===== src/bss_pkg.sv =====
package bss_pkg;
	// wishbone register map (byte addresses)
	localparam logic [7:0] BSS_CTRL_OFS = 8'h00;
	localparam logic [7:0] BSS_STATUS_OFS = 8'h04;
	// control register fields
	localparam int BSS_REQ_BIT = 0;
	localparam int BSS_HIZ_BIT = 1;
	localparam int BSS_PINEN_BIT = 2;
	localparam int BSS_POL_BIT = 3;
	localparam int BSS_AUXDIS_BIT = 6;
	localparam logic [7:0] BSS_CTRL_RST = 8'h00;
	localparam logic [7:0] BSS_CTRL_MASK = 8'h4F;
	// status register fields
	localparam int BSS_FAULT_LSB = 0;
	localparam int BSS_RUN_BIT = 3;
	localparam int BSS_STATE_LSB = 4;
	localparam int BSS_PIN_BIT = 7;
	// fault codes; the timer code is reported in any state, the others while boosting
	localparam logic [2:0] BSS_FC_NONE = 3'h0;
	localparam logic [2:0] BSS_FC_OVP = 3'h1;
	localparam logic [2:0] BSS_FC_START = 3'h2;
	localparam logic [2:0] BSS_FC_UVLO = 3'h3;
	localparam logic [2:0] BSS_FC_THERM = 3'h5;
	localparam logic [2:0] BSS_FC_TIMER = 3'h6;
	// timing
	localparam int BSS_CLK_PERIOD_NS = 10;
	localparam int BSS_T_LIN_US = 560;
	localparam int BSS_T_SS1_US = 128;
	localparam int BSS_T_SS2_US = 384;
	localparam int BSS_T_ILIM_US = 50;
	localparam int BSS_T_STAT_US = 128;
	localparam real BSS_T_RESTART_MS = 5.2;
	localparam real BSS_T_RETRY_MS = 5.0;
	localparam int BSS_LIN_CYC = BSS_T_LIN_US * 1000 / BSS_CLK_PERIOD_NS;
	localparam int BSS_SS1_CYC = BSS_T_SS1_US * 1000 / BSS_CLK_PERIOD_NS;
	localparam int BSS_SS2_CYC = BSS_T_SS2_US * 1000 / BSS_CLK_PERIOD_NS;
	localparam int BSS_ILIM_CYC = BSS_T_ILIM_US * 1000 / BSS_CLK_PERIOD_NS;
	localparam int BSS_STAT_CYC = BSS_T_STAT_US * 1000 / BSS_CLK_PERIOD_NS;
	localparam int BSS_RESTART_CYC =
		int'($ceil(BSS_T_RESTART_MS * 1.0e6 / BSS_CLK_PERIOD_NS));
	localparam int BSS_RETRY_CYC =
		int'($ceil(BSS_T_RETRY_MS * 1.0e6 / BSS_CLK_PERIOD_NS));
	// sequencer states
	typedef enum logic [2:0] {
		BSS_SHDN = 3'b000,
		BSS_LIN = 3'b001,
		BSS_SS1 = 3'b010,
		BSS_SS2 = 3'b011,
		BSS_RUN = 3'b100,
		BSS_WAIT = 3'b101
	} bss_state_e;
endpackage : bss_pkg


===== src/bss_sequencer.sv =====
// Implementation choices: register access over Wishbone and the placing of the registers.
`timescale 1ns/1ps
module bss_sequencer
	import bss_pkg::*;
#(
	parameter int unsigned LIN_CYC = BSS_LIN_CYC,
	parameter int unsigned SS1_CYC = BSS_SS1_CYC,
	parameter int unsigned SS2_CYC = BSS_SS2_CYC,
	parameter int unsigned ILIM_CYC = BSS_ILIM_CYC,
	parameter int unsigned STAT_CYC = BSS_STAT_CYC,
	parameter int unsigned RESTART_CYC = BSS_RESTART_CYC,
	parameter int unsigned RETRY_CYC = BSS_RETRY_CYC
) (
	// clock and reset
	input wire logic clk,
	input wire logic rst,
	// wishbone classic slave
	input wire logic wb_cyc_i,
	input wire logic wb_stb_i,
	input wire logic wb_we_i,
	input wire logic [7:0] wb_adr_i,
	input wire logic [3:0] wb_sel_i,
	input wire logic [31:0] wb_dat_i,
	output logic [31:0] wb_dat_o,
	output logic wb_ack_o,
	// analog comparators and pins (asynchronous)
	input wire logic boost_pin,
	input wire logic bat_above_uvlo,
	input wire logic mid_above_bat_ofs,
	input wire logic mid_above_bat,
	input wire logic bus_in_band,
	input wire logic bus_above_95,
	input wire logic bus_above_boost,
	input wire logic bus_above_reg,
	input wire logic min_off_done,
	input wire logic cur_limit_hit,
	input wire logic bus_ovp,
	input wire logic therm_sd,
	// on-chip safety timer expiry, same clock
	input wire logic timer_fault,
	// power stage controls
	output logic lin_src_en,
	output logic pass_sw_en,
	output logic stage_hiz,
	output logic switch_en,
	output logic ilim_full,
	output logic loop_closed,
	output logic pfm_mode,
	output logic long_ton,
	output logic aux_regulator_output,
	// status pin, open drain
	output logic stat_o,
	output logic stat_oe
);
	localparam int NIN = 12;

	// synchronisers
	logic [NIN-1:0] raw_in;
	logic [NIN-1:0] s1_r;
	logic [NIN-1:0] s2_r;
	logic [NIN-1:0] s3_r;
	logic [NIN-1:0] q_r;

	assign raw_in = {therm_sd, bus_ovp, cur_limit_hit, min_off_done,
		bus_above_reg, bus_above_boost, bus_above_95, bus_in_band,
		mid_above_bat, mid_above_bat_ofs, bat_above_uvlo, boost_pin};

	genvar gi;
	generate
		for (gi = 0; gi < NIN; gi++) begin : g_sync
			always_ff @(posedge clk or posedge rst) begin
				if (rst) begin
					s1_r[gi] <= 1'b0;
					s2_r[gi] <= 1'b0;
					s3_r[gi] <= 1'b0;
					q_r[gi] <= 1'b0;
				end else begin
					s1_r[gi] <= raw_in[gi];
					s2_r[gi] <= s1_r[gi];
					s3_r[gi] <= s2_r[gi];
					// accept a change once two stages agree
					if (s2_r[gi] == s3_r[gi]) begin
						q_r[gi] <= s3_r[gi];
					end
				end
			end
		end
	endgenerate

	logic pin_q, uvlo_ok, mid_ofs_ok, mid_gt_bat, band_ok, above95;
	logic above_boost, above_reg, off_done, ilim_q, ovp_q, therm_q;
	logic off_done_d;
	assign {therm_q, ovp_q, ilim_q, off_done, above_reg, above_boost,
		above95, band_ok, mid_gt_bat, mid_ofs_ok, uvlo_ok, pin_q} = q_r;

	// registers
	logic [7:0] ctrl_r;
	logic [2:0] fault_r;
	bss_state_e state_r;
	logic [19:0] tmr_r;
	logic [12:0] ilim_cnt_r;
	logic [13:0] stat_cnt_r;
	logic retried_r;
	logic pfm_r;

	logic req, hiz, pin_en, pol, aux_dis, pin_active, boost_en;
	assign req = ctrl_r[BSS_REQ_BIT];
	assign hiz = ctrl_r[BSS_HIZ_BIT];
	assign pin_en = ctrl_r[BSS_PINEN_BIT];
	assign pol = ctrl_r[BSS_POL_BIT];
	assign aux_dis = ctrl_r[BSS_AUXDIS_BIT];
	assign pin_active = pol ? pin_q : ~pin_q;
	// the pin path ignores high impedance, the request bit does not
	assign boost_en = (pin_en & pin_active) | (req & ~hiz);

	logic active;
	assign active = (state_r == BSS_LIN) || (state_r == BSS_SS1) ||
		(state_r == BSS_SS2) || (state_r == BSS_RUN);

	// fault detection, first match wins
	logic fault_ev;
	logic [2:0] fault_code;
	always_comb begin
		fault_ev = 1'b0;
		fault_code = BSS_FC_NONE;
		if (timer_fault) begin
			fault_ev = 1'b1;
			fault_code = BSS_FC_TIMER;
		end else if (active) begin
			if (ovp_q) begin
				fault_ev = 1'b1;
				fault_code = BSS_FC_OVP;
			end else if (!uvlo_ok) begin
				fault_ev = 1'b1;
				fault_code = BSS_FC_UVLO;
			end else if (therm_q) begin
				fault_ev = 1'b1;
				fault_code = BSS_FC_THERM;
			end else if (state_r == BSS_LIN && !mid_ofs_ok &&
					tmr_r >= 20'(LIN_CYC - 1)) begin
				fault_ev = 1'b1;
				fault_code = BSS_FC_START;
			end else if (state_r == BSS_SS2 && !above95 &&
					tmr_r >= 20'(SS2_CYC - 1)) begin
				fault_ev = 1'b1;
				fault_code = BSS_FC_START;
			end else if (state_r == BSS_RUN &&
					ilim_cnt_r >= 13'(ILIM_CYC)) begin
				fault_ev = 1'b1;
				fault_code = BSS_FC_START;
			end
		end
	end

	// bus decode
	logic wb_req, wr_ctrl, rd_status;
	assign wb_req = wb_cyc_i & wb_stb_i & ~wb_ack_o;
	assign wr_ctrl = wb_req & wb_we_i & wb_sel_i[0] &
		(wb_adr_i == BSS_CTRL_OFS);
	assign rd_status = wb_req & ~wb_we_i & (wb_adr_i == BSS_STATUS_OFS);

	always_ff @(posedge clk or posedge rst) begin
		if (rst) begin
			wb_ack_o <= 1'b0;
		end else begin
			wb_ack_o <= wb_req;
		end
	end

	always_ff @(posedge clk or posedge rst) begin
		if (rst) begin
			wb_dat_o <= 32'h0000_0000;
		end else if (wb_req && !wb_we_i) begin
			wb_dat_o <= 32'h0000_0000;
			if (wb_adr_i == BSS_CTRL_OFS) begin
				wb_dat_o[7:0] <= ctrl_r;
			end else if (wb_adr_i == BSS_STATUS_OFS) begin
				wb_dat_o[BSS_FAULT_LSB +: 3] <= fault_r;
				wb_dat_o[BSS_RUN_BIT] <= (state_r == BSS_RUN);
				wb_dat_o[BSS_STATE_LSB +: 3] <= state_r;
				wb_dat_o[BSS_PIN_BIT] <= pin_q;
			end
		end
	end

	// control register; hardware clearing overrides a write in the same cycle
	always_ff @(posedge clk or posedge rst) begin
		if (rst) begin
			ctrl_r <= BSS_CTRL_RST;
		end else if (timer_fault) begin
			ctrl_r <= BSS_CTRL_RST;
		end else begin
			if (wr_ctrl) begin
				ctrl_r <= wb_dat_i[7:0] & BSS_CTRL_MASK;
			end
			if (fault_ev || (active && !boost_en)) begin
				ctrl_r[BSS_REQ_BIT] <= 1'b0;
			end
		end
	end

	// fault code: held until status is read, a new fault wins over the clear
	always_ff @(posedge clk or posedge rst) begin
		if (rst) begin
			fault_r <= BSS_FC_NONE;
		end else if (fault_ev) begin
			fault_r <= fault_code;
		end else if (rd_status) begin
			fault_r <= BSS_FC_NONE;
		end
	end

	// sequencer and its single interval timer
	always_ff @(posedge clk or posedge rst) begin
		if (rst) begin
			state_r <= BSS_SHDN;
			tmr_r <= 20'h00000;
			retried_r <= 1'b0;
		end else if (fault_ev) begin
			tmr_r <= 20'h00000;
			if (!timer_fault && pin_en && pin_active) begin
				state_r <= BSS_WAIT;
			end else begin
				state_r <= BSS_SHDN;
				retried_r <= 1'b0;
			end
		end else begin
			tmr_r <= tmr_r + 20'h00001;
			unique case (state_r)
				BSS_SHDN: begin
					retried_r <= 1'b0;
					tmr_r <= 20'h00000;
					if (boost_en && uvlo_ok) begin
						state_r <= BSS_LIN;
					end
				end
				BSS_LIN: begin
					if (!boost_en) begin
						state_r <= BSS_SHDN;
					end else if (mid_ofs_ok) begin
						state_r <= BSS_SS1;
						tmr_r <= 20'h00000;
					end
				end
				BSS_SS1: begin
					if (!boost_en) begin
						state_r <= BSS_SHDN;
					end else if (band_ok) begin
						state_r <= BSS_RUN;
					end else if (!above95 &&
							tmr_r >= 20'(SS1_CYC - 1)) begin
						state_r <= BSS_SS2;
						tmr_r <= 20'h00000;
					end
				end
				BSS_SS2: begin
					if (!boost_en) begin
						state_r <= BSS_SHDN;
					end else if (band_ok) begin
						state_r <= BSS_RUN;
					end
				end
				BSS_RUN: begin
					retried_r <= 1'b0;
					if (!boost_en) begin
						state_r <= BSS_SHDN;
					end
				end
				BSS_WAIT: begin
					// first wait is the restart delay, later ones the retry period
					if (!(pin_en && pin_active)) begin
						state_r <= BSS_SHDN;
					end else if (tmr_r >= (retried_r ?
							20'(RETRY_CYC - 1) : 20'(RESTART_CYC - 1))) begin
						state_r <= BSS_LIN;
						tmr_r <= 20'h00000;
						retried_r <= 1'b1;
					end
				end
				default: begin
					state_r <= BSS_SHDN;
				end
			endcase
		end
	end

	// sustained current limit in run
	always_ff @(posedge clk or posedge rst) begin
		if (rst) begin
			ilim_cnt_r <= 13'h0000;
		end else if (state_r == BSS_RUN && ilim_q) begin
			if (ilim_cnt_r < 13'(ILIM_CYC)) begin
				ilim_cnt_r <= ilim_cnt_r + 13'h0001;
			end
		end else begin
			ilim_cnt_r <= 13'h0000;
		end
	end

	// pfm decided at the end of each minimum off-time
	always_ff @(posedge clk or posedge rst) begin
		if (rst) begin
			off_done_d <= 1'b0;
			pfm_r <= 1'b0;
		end else begin
			off_done_d <= off_done;
			if (state_r != BSS_RUN) begin
				pfm_r <= 1'b0;
			end else if (off_done && !off_done_d) begin
				pfm_r <= above_boost;
			end
		end
	end

	// status pin pulse; a new fault restarts it
	always_ff @(posedge clk or posedge rst) begin
		if (rst) begin
			stat_cnt_r <= 14'h0000;
		end else if (fault_ev) begin
			stat_cnt_r <= 14'(STAT_CYC);
		end else if (stat_cnt_r != 14'h0000) begin
			stat_cnt_r <= stat_cnt_r - 14'h0001;
		end
	end

	// output stage
	logic switching;
	assign switching = (state_r == BSS_SS1) || (state_r == BSS_SS2) ||
		(state_r == BSS_RUN);

	always_ff @(posedge clk or posedge rst) begin
		if (rst) begin
			lin_src_en <= 1'b0;
			pass_sw_en <= 1'b0;
			stage_hiz <= 1'b1;
			switch_en <= 1'b0;
			ilim_full <= 1'b0;
			loop_closed <= 1'b0;
			pfm_mode <= 1'b0;
			long_ton <= 1'b0;
			aux_regulator_output <= 1'b0;
		end else begin
			lin_src_en <= (state_r == BSS_LIN) && !fault_ev;
			// pass switches only close once switching starts
			pass_sw_en <= switching && !fault_ev;
			stage_hiz <= !(active && !fault_ev);
			switch_en <= switching && !fault_ev &&
				!(state_r == BSS_RUN && above_reg) &&
				!(pfm_r && above_boost);
			// half limit only in the first soft-start window
			ilim_full <= (state_r == BSS_SS2) ||
				(state_r == BSS_RUN);
			loop_closed <= (state_r == BSS_RUN);
			pfm_mode <= pfm_r;
			long_ton <= pfm_r;
			aux_regulator_output <= !aux_dis && mid_gt_bat &&
				!active && !hiz;
		end
	end

	assign stat_o = 1'b0;
	assign stat_oe = (stat_cnt_r != 14'h0000);
endmodule : bss_sequencer


===== config.mk =====
export PLATFORM = sky130hd
export DESIGN_NAME = bss_sequencer
export DESIGN_NICKNAME = d
export VERILOG_FILES = /design/src/bss_pkg.sv /design/src/bss_sequencer.sv
export SDC_FILE = /design/constraint.sdc
export NUM_CORES = 1
export LEC_CHECK = 0
export BUFFER_PORTS_ARGS = -buffer_cell sky130_fd_sc_hd__clkbuf_2
export CAP_MARGIN = 10
export CORE_MARGIN = 3
export CORE_UTILIZATION = 50
export CTS_BUF_LIST = sky130_fd_sc_hd__clkbuf_4 sky130_fd_sc_hd__clkbuf_8 sky130_fd_sc_hd__clkbuf_16
export DETAILED_ROUTE_END_ITERATION = 16
export PLACE_DENSITY = 0.74
export SLEW_MARGIN = 20
export SYNTH_ARGS = -nofsm -noshare
export SYNTH_HDL_FRONTEND = slang
export SYNTH_SLANG_ARGS = --single-unit

===== constraint.sdc =====
create_clock -name clk -period 3.5 [get_ports clk]
set_input_delay 0 -clock clk [delete_from_list [all_inputs] [get_ports clk]]
set_output_delay 0 -clock clk [all_outputs]
set_load 0.05 [all_outputs]

==> metrics.csv, run 1 <==
stage,metric,value,unit
sta,tightest_slew,0.741,ns
global_route,grt_pass1_vias,3993,
synth,synth_common_cells,"125 x dfrtp_1, 63 x nor2_1, 37 x nand2_1, 27 x xor2_1, 26 x buf_4",
clocking,post_cts_buffers,0,
placed_design,hpwl,7440,um
synth,synth_top_cells_by_area,"dfrtp_1 54%, nor2_1 4.1%, xor2_1 4.1%, buf_4 3.4%, xnor2_1 2.4%",
routing,wl_per_cell,14.7,um
cells_and_area,reg_top3,"tmr_r: 20 flops, stat_cnt_r: 14 flops, ilim_cnt_r: 13 flops",
routing,antenna_left,0,
global_route,grt_overflow,0,
worst_setup_path,slowest_delay,0.61,ns
cells_and_area,top_register,tmr_r,
global_route,grt_pass1_wl,19100,um
synth,yosysSeqAreaShare,0.547,
sta,slew_headroom,0.500,
synth,ys.flop_type,dfrtp_1,
floorplan,die_w,113,um
worst_setup_path,cp-end-kind,primary output,
power_and_ir_drop,seqPwrFrac,0.384,
floorplan,design.die.area,12900,um^2
synth,synth.most_common_cell,dfrtp_1,
synth,yosys.area.top_type,dfrtp_1,
sta,fin_skew,0.0182,ns
clocking,clk_path_buf_depth,2,
cells_and_area,final_util,0.626,
worst_setup_path,crit_buf_inv,1,
global_route,grt_max_degree,127,
synth,ys_types,64,
routing,dr_total_vias,4027,
worst_setup_path,crit_required,3.50,ns
worst_setup_path,critPathTopFamily,simple AND/OR/NAND/NOR gates,
outcome,status,"finished, final reports clean",
synth,yosys_warnings,0,
placed_design,place_congestion,0.872,
worst_setup_path,cp.arrival,2.83,ns
worst_setup_path,path_cells,or4_1 > nor4_2 > nor2b_1 > or4b_2 > clkbuf_2,
worst_setup_path,worstPathMaxFanout,5,
cells_and_area,nFillCells,871,
floorplan,io_pins,106,
cells_and_area,largest_reg_flops,20,
clocking,cts_sinks,126,
sta,setup_viol,0,
sta,setup-tns-final,0,ns
worst_setup_path,crit_path_top_delay_cell,or4b_2,
floorplan,rows,38,
clocking,clock_latency,0.41,ns
power_and_ir_drop,p_sw_frac,0.300,
global_route,top_usage_layer,met2,
power_and_ir_drop,combPwrFrac,0.200,
cells_and_area,areaGrowthSynthToFinish,19.8,%
power_and_ir_drop,switchingPower,1330,uW
sta,hold_violations,0,
clocking,cts_hold_buf,25,
power_and_ir_drop,p_leak,0.00311,uW
placed_design,io_buffers,50,
flow_run,cap_violations,0,
worst_setup_path,startpoint_type,register,
power_and_ir_drop,power,4430,uW
synth,synth-async-reset-ratio,1.00,
floorplan,die_y,113,um
clocking,path_clk_slew,0.06,ns
power_and_ir_drop,power_frac_clock,0.415,
synth,syn_inst,531,
placed_design,placed_area,6030,um^2
power_and_ir_drop,ir_drop,520,uV
cells_and_area,drive_above_1_share,0.184,
sta,fin_crit,2.83,ns
power_and_ir_drop,powerDensity,641,nW/um^2
floorplan,core,11000,um^2
clocking,cts-resized-gates,0,
synth,syn_area_per_cell,10.9,um^2
routing,first_pass_iters,5,
global_route,grtUsageMet2,0.300,
global_route,track_usage,0.183,
clocking,numCtsBuffers,17,
synth,syn-cell-area,5770,um^2
clocking,cts_root_buffer,clkbuf_16,
clocking,htree_levels,4,
synth,synth_seq_cells,126,
sta,fin_crit_sh,0.809,
cells_and_area,diodes,0,
global_route,met3_usage,0.0536,
global_route,antenna_found_initial,0,
routing,drt_iter0_markers,286,
global_route,use_met1,0.240,
cells_and_area,final_area,6910,um^2
routing,drc_errors,0,
synth,synth.top_cell.area_share,0.543,
sta,rsz0062_at_grt,no,
routing,viasPerCell,5.31,
routing,drt-total-wl,11200,um
worst_setup_path,critPathKind,reg -> out,
min_path,hold_path.class,in -> reg,
cells_and_area,nNetsFinal,677,
floorplan,start_util,0.523,
synth,synth_edf_count,0,
sta,drv_slew,0,
power_and_ir_drop,p_int,3100,uW
clocking,cts_tree,yes,
sta,fmax,0.353,GHz
[worst register-to-register path, stage by stage, from the launching register on]
cell	delay, ns
dfrtp_1	0.41
ha_1	0.26
nand4_1	0.30
o21a_1	0.30
or4_4	0.54
a31o_1	0.34
o31ai_2	0.09
buf_4	0.32
nor2_1	0.09
[through the flow]
step | hold slack [ns] | setup slack (ns) | cells
after floorplan | 0.0314 | 0.146 | 555
after global placement | 0.108 | 0.798 | 702
after detailed placement | 0.110 | 0.754 | 702
after CTS | 0.0211 | 0.655 | 758
after global routing | 0.0695 | 0.519 | 758
final | 0.0321 | 0.667 | 758
[layout make-up]
cell class,instances,area [um^2],area share
clock buffer,18,433,0.0627
timing repair buffer,81,558,0.0808
clock inverter,13,189,0.0274
tap,140,175,0.0254
multi-input combinational,367,2340,0.340
sequential,126,3150,0.457
inverter,13,51.3,0.00743
[metal layers]
layer | share of wire | wire length, um
met5 | 0 | 0
met4 | 0.012 | 132
met3 | 0.040 | 445
met2 | 0.51 | 5670
met1 | 0.44 | 4910
[cells by family (layout without fill, tap and decap cells)]
kind of cell | Yosys count | count (layout) | share of synthesized area
AOI/OAI and AO/OA | 66 | 66 | 0.0859
and+or+nand+nor | 202 | 202 | 0.181
muxes | 10 | 10 | 0.0174
buffers and inverters | 62 | 125 | 0.0618
other | 1 | 25 | 0.000650
DFF | 126 | 126 | 0.547
xor gates and xnor gates | 43 | 43 | 0.0653
adders and majority gates | 21 | 21 | 0.0404
[layout by cell type, fill, tap and decap left out, types with 3 or more instances in the layout]
cell,instances
nand2_1,37
and3_1,5
nor2b_1,5
clkbuf_16,17
ha_1,9
a211oi_1,5
or4_1,3
nor3_1,11
mux2i_1,10
nand4_1,11
inv_1,12
clkinv_4,3
nand3_1,15
nand2b_1,5
nand4b_1,4
or2_2,4
xor2_1,27
o211ai_1,3
o21ai_0,15
or3_1,3
dfrtp_1,125
buf_4,5
conb_1,25
nor2_2,11
nor4_1,8
nand3b_1,4
bufinv_16,4
a22o_1,4
dlygate4sd3_1,25
nor2_1,63
clkbuf_2,50
a21oi_1,12
xnor2_1,16
maj3_1,12
[power by group through the flow]
stage / Combinational, uW / Clock [uW] / Sequential (uW)
2_1_floorplan: 622 / 0 / 1810
3_3_place_gp: 847 / 0 / 1720
3_5_place_dp: 868 / 0 / 1720
4_1_cts: 891 / 1870 / 1700
5_1_grt: 980 / 1930 / 1720
6_report: 887 / 1840 / 1700
[final timing paths]
check / from / to / slack (ns) / cells past startpoint
max: stat_cnt_r[5] / stat_oe / 0.67 / 5
min: wb_adr_i[2] / wb_dat_o[1] / 0.03 / 3
max reg2reg: tmr_r[0] / tmr_r[9] / 0.73 / 8
min reg2reg: s1_r[7] / s2_r[7] / 0.35 / 0
max in group asynchronous: rst / ctrl_r[0] / 2.69 / 4
min in group asynchronous: rst / s1_r[8] / 0.24 / 4
Power figures use the tool's default switching activity.
==> inputs of run 2 (changes only) <==
clock period = 2.3 ns   (was 3.5 ns; I/O delays follow)
==> run 2 against run 1 <==
The run now ends with setup timing left; final cell count up 5.3%; sequential share of layout area down 2.6 points; register-to-register slack worse by 0.84 ns; sequential cell count unchanged; die area unchanged; critical endpoint is now stat_cnt_r[8]; largest cell class unchanged; highest routed layer unchanged.
==> metrics.csv, run 2 (synthesis results as in run 1) <==
stage,metric,value,unit,change
clocking,cts_sinks,126,,unchanged
cells_and_area,top_register,tmr_r,,
sta,fmax,0.415,GHz,
global_route,grt_pass1_vias,4306,,+7.8%
sta,fin_crit_sh,1.05,,
power_and_ir_drop,power,6820,uW,+54%
cells_and_area,areaGrowthSynthToFinish,27.0,%,
outcome,failed_checks,setup timing,,
routing,drc_errors,0,,unchanged
clocking,numCtsBuffers,17,,unchanged
floorplan,io_pins,106,,unchanged
global_route,grt_max_degree,58,,-54%
cells_and_area,diodes,0,,unchanged
global_route,antenna_found_initial,0,,unchanged
worst_setup_path,worstPathMaxFanout,7,,+2
cells_and_area,nFillCells,797,,-8.5%
global_route,grt_pass1_wl,20800,um,+8.9%
sta,worst_slack,-0.109,ns,-0.776 ns
outcome,status,finished with violations,,
floorplan,start_util,0.523,,unchanged
sta,hold_violations,0,,unchanged
placed_design,place_congestion,0.867,,-0.56%
floorplan,core,11000,um^2,unchanged
routing,dr_total_vias,4289,,+6.5%
cells_and_area,drive_above_1_share,0.269,,+0.0845
floorplan,die_w,113,um,unchanged
sta,whs,0.0347,ns,+0.00262 ns
power_and_ir_drop,p_leak,0.00331,uW,+6.7%
cells_and_area,largest_reg_flops,20,,unchanged
sta,fin_crit,2.41,ns,
routing,first_pass_iters,5,,unchanged
sta,drv_slew,0,,unchanged
worst_setup_path,startpoint_type,register,,
routing,drt_iter0_markers,341,,+19%
sta,slew_headroom,0.454,,-0.0461
clocking,path_clk_slew,0.06,ns,about the same
power_and_ir_drop,ir_drop,700,uV,+35%
power_and_ir_drop,powerDensity,931,nW/um^2,+45%
sta,tightest_slew,0.818,ns,+0.0769 ns
clocking,clock_latency,0.42,ns,about the same
routing,wl_per_cell,15.5,um,+5.0%
worst_setup_path,critPathKind,reg -> reg,,
placed_design,hpwl,8170,um,+9.7%
worst_setup_path,cp-end-kind,register,,
cells_and_area,reg_top3,"tmr_r: 20 flops, stat_cnt_r: 14 flops, ilim_cnt_r: 13 flops",,
clocking,htree_levels,4,,unchanged
sta,fin_skew,0.00627,ns,-0.0119 ns
flow_run,cap_violations,0,,unchanged
sta,rsz0062_at_grt,yes,,
routing,viasPerCell,5.37,,+1.2%
worst_setup_path,cp.arrival,2.71,ns,-0.12 ns
floorplan,design.die.area,12900,um^2,unchanged
global_route,track_usage,0.203,,+0.0201
floorplan,rows,38,,unchanged
global_route,grt_overflow,0,,unchanged
clocking,cts_root_buffer,clkbuf_16,,
sta,setup_viol,12,,+12
cells_and_area,final_common_cell,dfrtp_1,,
clocking,cts_tree,yes,,
cells_and_area,final_cell_mix,"122 x dfrtp_1, 62 x nor2_1, 49 x clkbuf_2",,
cells_and_area,nNetsFinal,716,,+5.8%
clocking,clk_path_buf_depth,2,,unchanged
routing,antenna_left,0,,unchanged
routing,drt-total-wl,12300,um,+11%
placed_design,io_buffers,50,,unchanged
min_path,hold_path.class,in -> reg,,
worst_setup_path,crit_required,2.60,ns,-0.90 ns
floorplan,die_y,113,um,unchanged
-- run 2: repair_timing --
| action | in CTS | in global routing |
|---|---|---|
| hold buffers | 25 | 0 |
| setup buffers | 3 | 5 |
| pin swaps | 15 | 17 |
| gates cloned | 1 | 0 |
| endpoints found under the setup margin | 9 | 44 |
| resized for setup | 16 | 24 |
| endpoints found under the hold margin | 52 | 0 |
-- run 2: per-stage QoR --
| stage | std cells | setup WS (ns) | TNS (ns) | utilization | area, um^2 |
|---|---|---|---|---|---|
| 3_3_place_gp | 732 | 0.0482 | 0 | 0.570 | 6290 |
| 5_1_grt | 798 | -0.170 | -2.33 | 0.664 | 7320 |
| 4_1_cts | 793 | -0.211 | -1.62 | 0.654 | 7210 |
| 6_report | 798 | -0.109 | -0.571 | 0.664 | 7320 |
| 3_5_place_dp | 732 | -0.0286 | -0.105 | 0.570 | 6290 |
| 2_1_floorplan | 555 | 0.0139 | 0 | - | 5860 |
-- run 2: routing by layer --
layer	up-vias	GRT usage	wire [um]
li1	2023	-	-
met1	2111	0.255	5200
met2	124	0.333	6290
met3	31	0.0552	555
met4	0	0.0889	298
met5	-	0	0
-- run 2: cell type report --
type                    instances  area (um^2)  area share
flip-flops and latches        126         3160       0.431
inverters                      13         52.6     0.00717
clock inverters                14          134      0.0183
well taps                     140          175      0.0239
multi-input cells             367         2460       0.336
clock buffers                  18          439      0.0600
repair buffers                120          905       0.124
-- run 2: power breakdown --
part	switching [uW]	leakage [uW]	internal, uW
Combinational	1020	0.00144	661
Clock	1030	0.000271	1530
Sequential	152	0.00160	2430
Total	2200	0.00331	4620
-- run 2: final timing paths --
path	from	endpoint	slack (ns)	depth (start not counted)
max	stat_cnt_r[4]	stat_cnt_r[8]	-0.11	8
min	wb_we_i	wb_dat_o[0]	0.03	4
max reg2reg	stat_cnt_r[4]	stat_cnt_r[8]	-0.11	8
min reg2reg	s1_r[1]	s2_r[1]	0.35	0
max in group asynchronous	rst	stage_hiz	1.26	4
min in group asynchronous	rst	s1_r[7]	0.28	3
-- run 2: critical path, stage by stage, from the launching register on --
cell and delay [ns]:
dfrtp_1 0.38, or4_4 0.56, nor4_4 0.18, buf_4 0.16
or4b_4 0.48, buf_6 0.16, nand4b_1 0.10, xor2_1 0.21
nor2_1 0.06
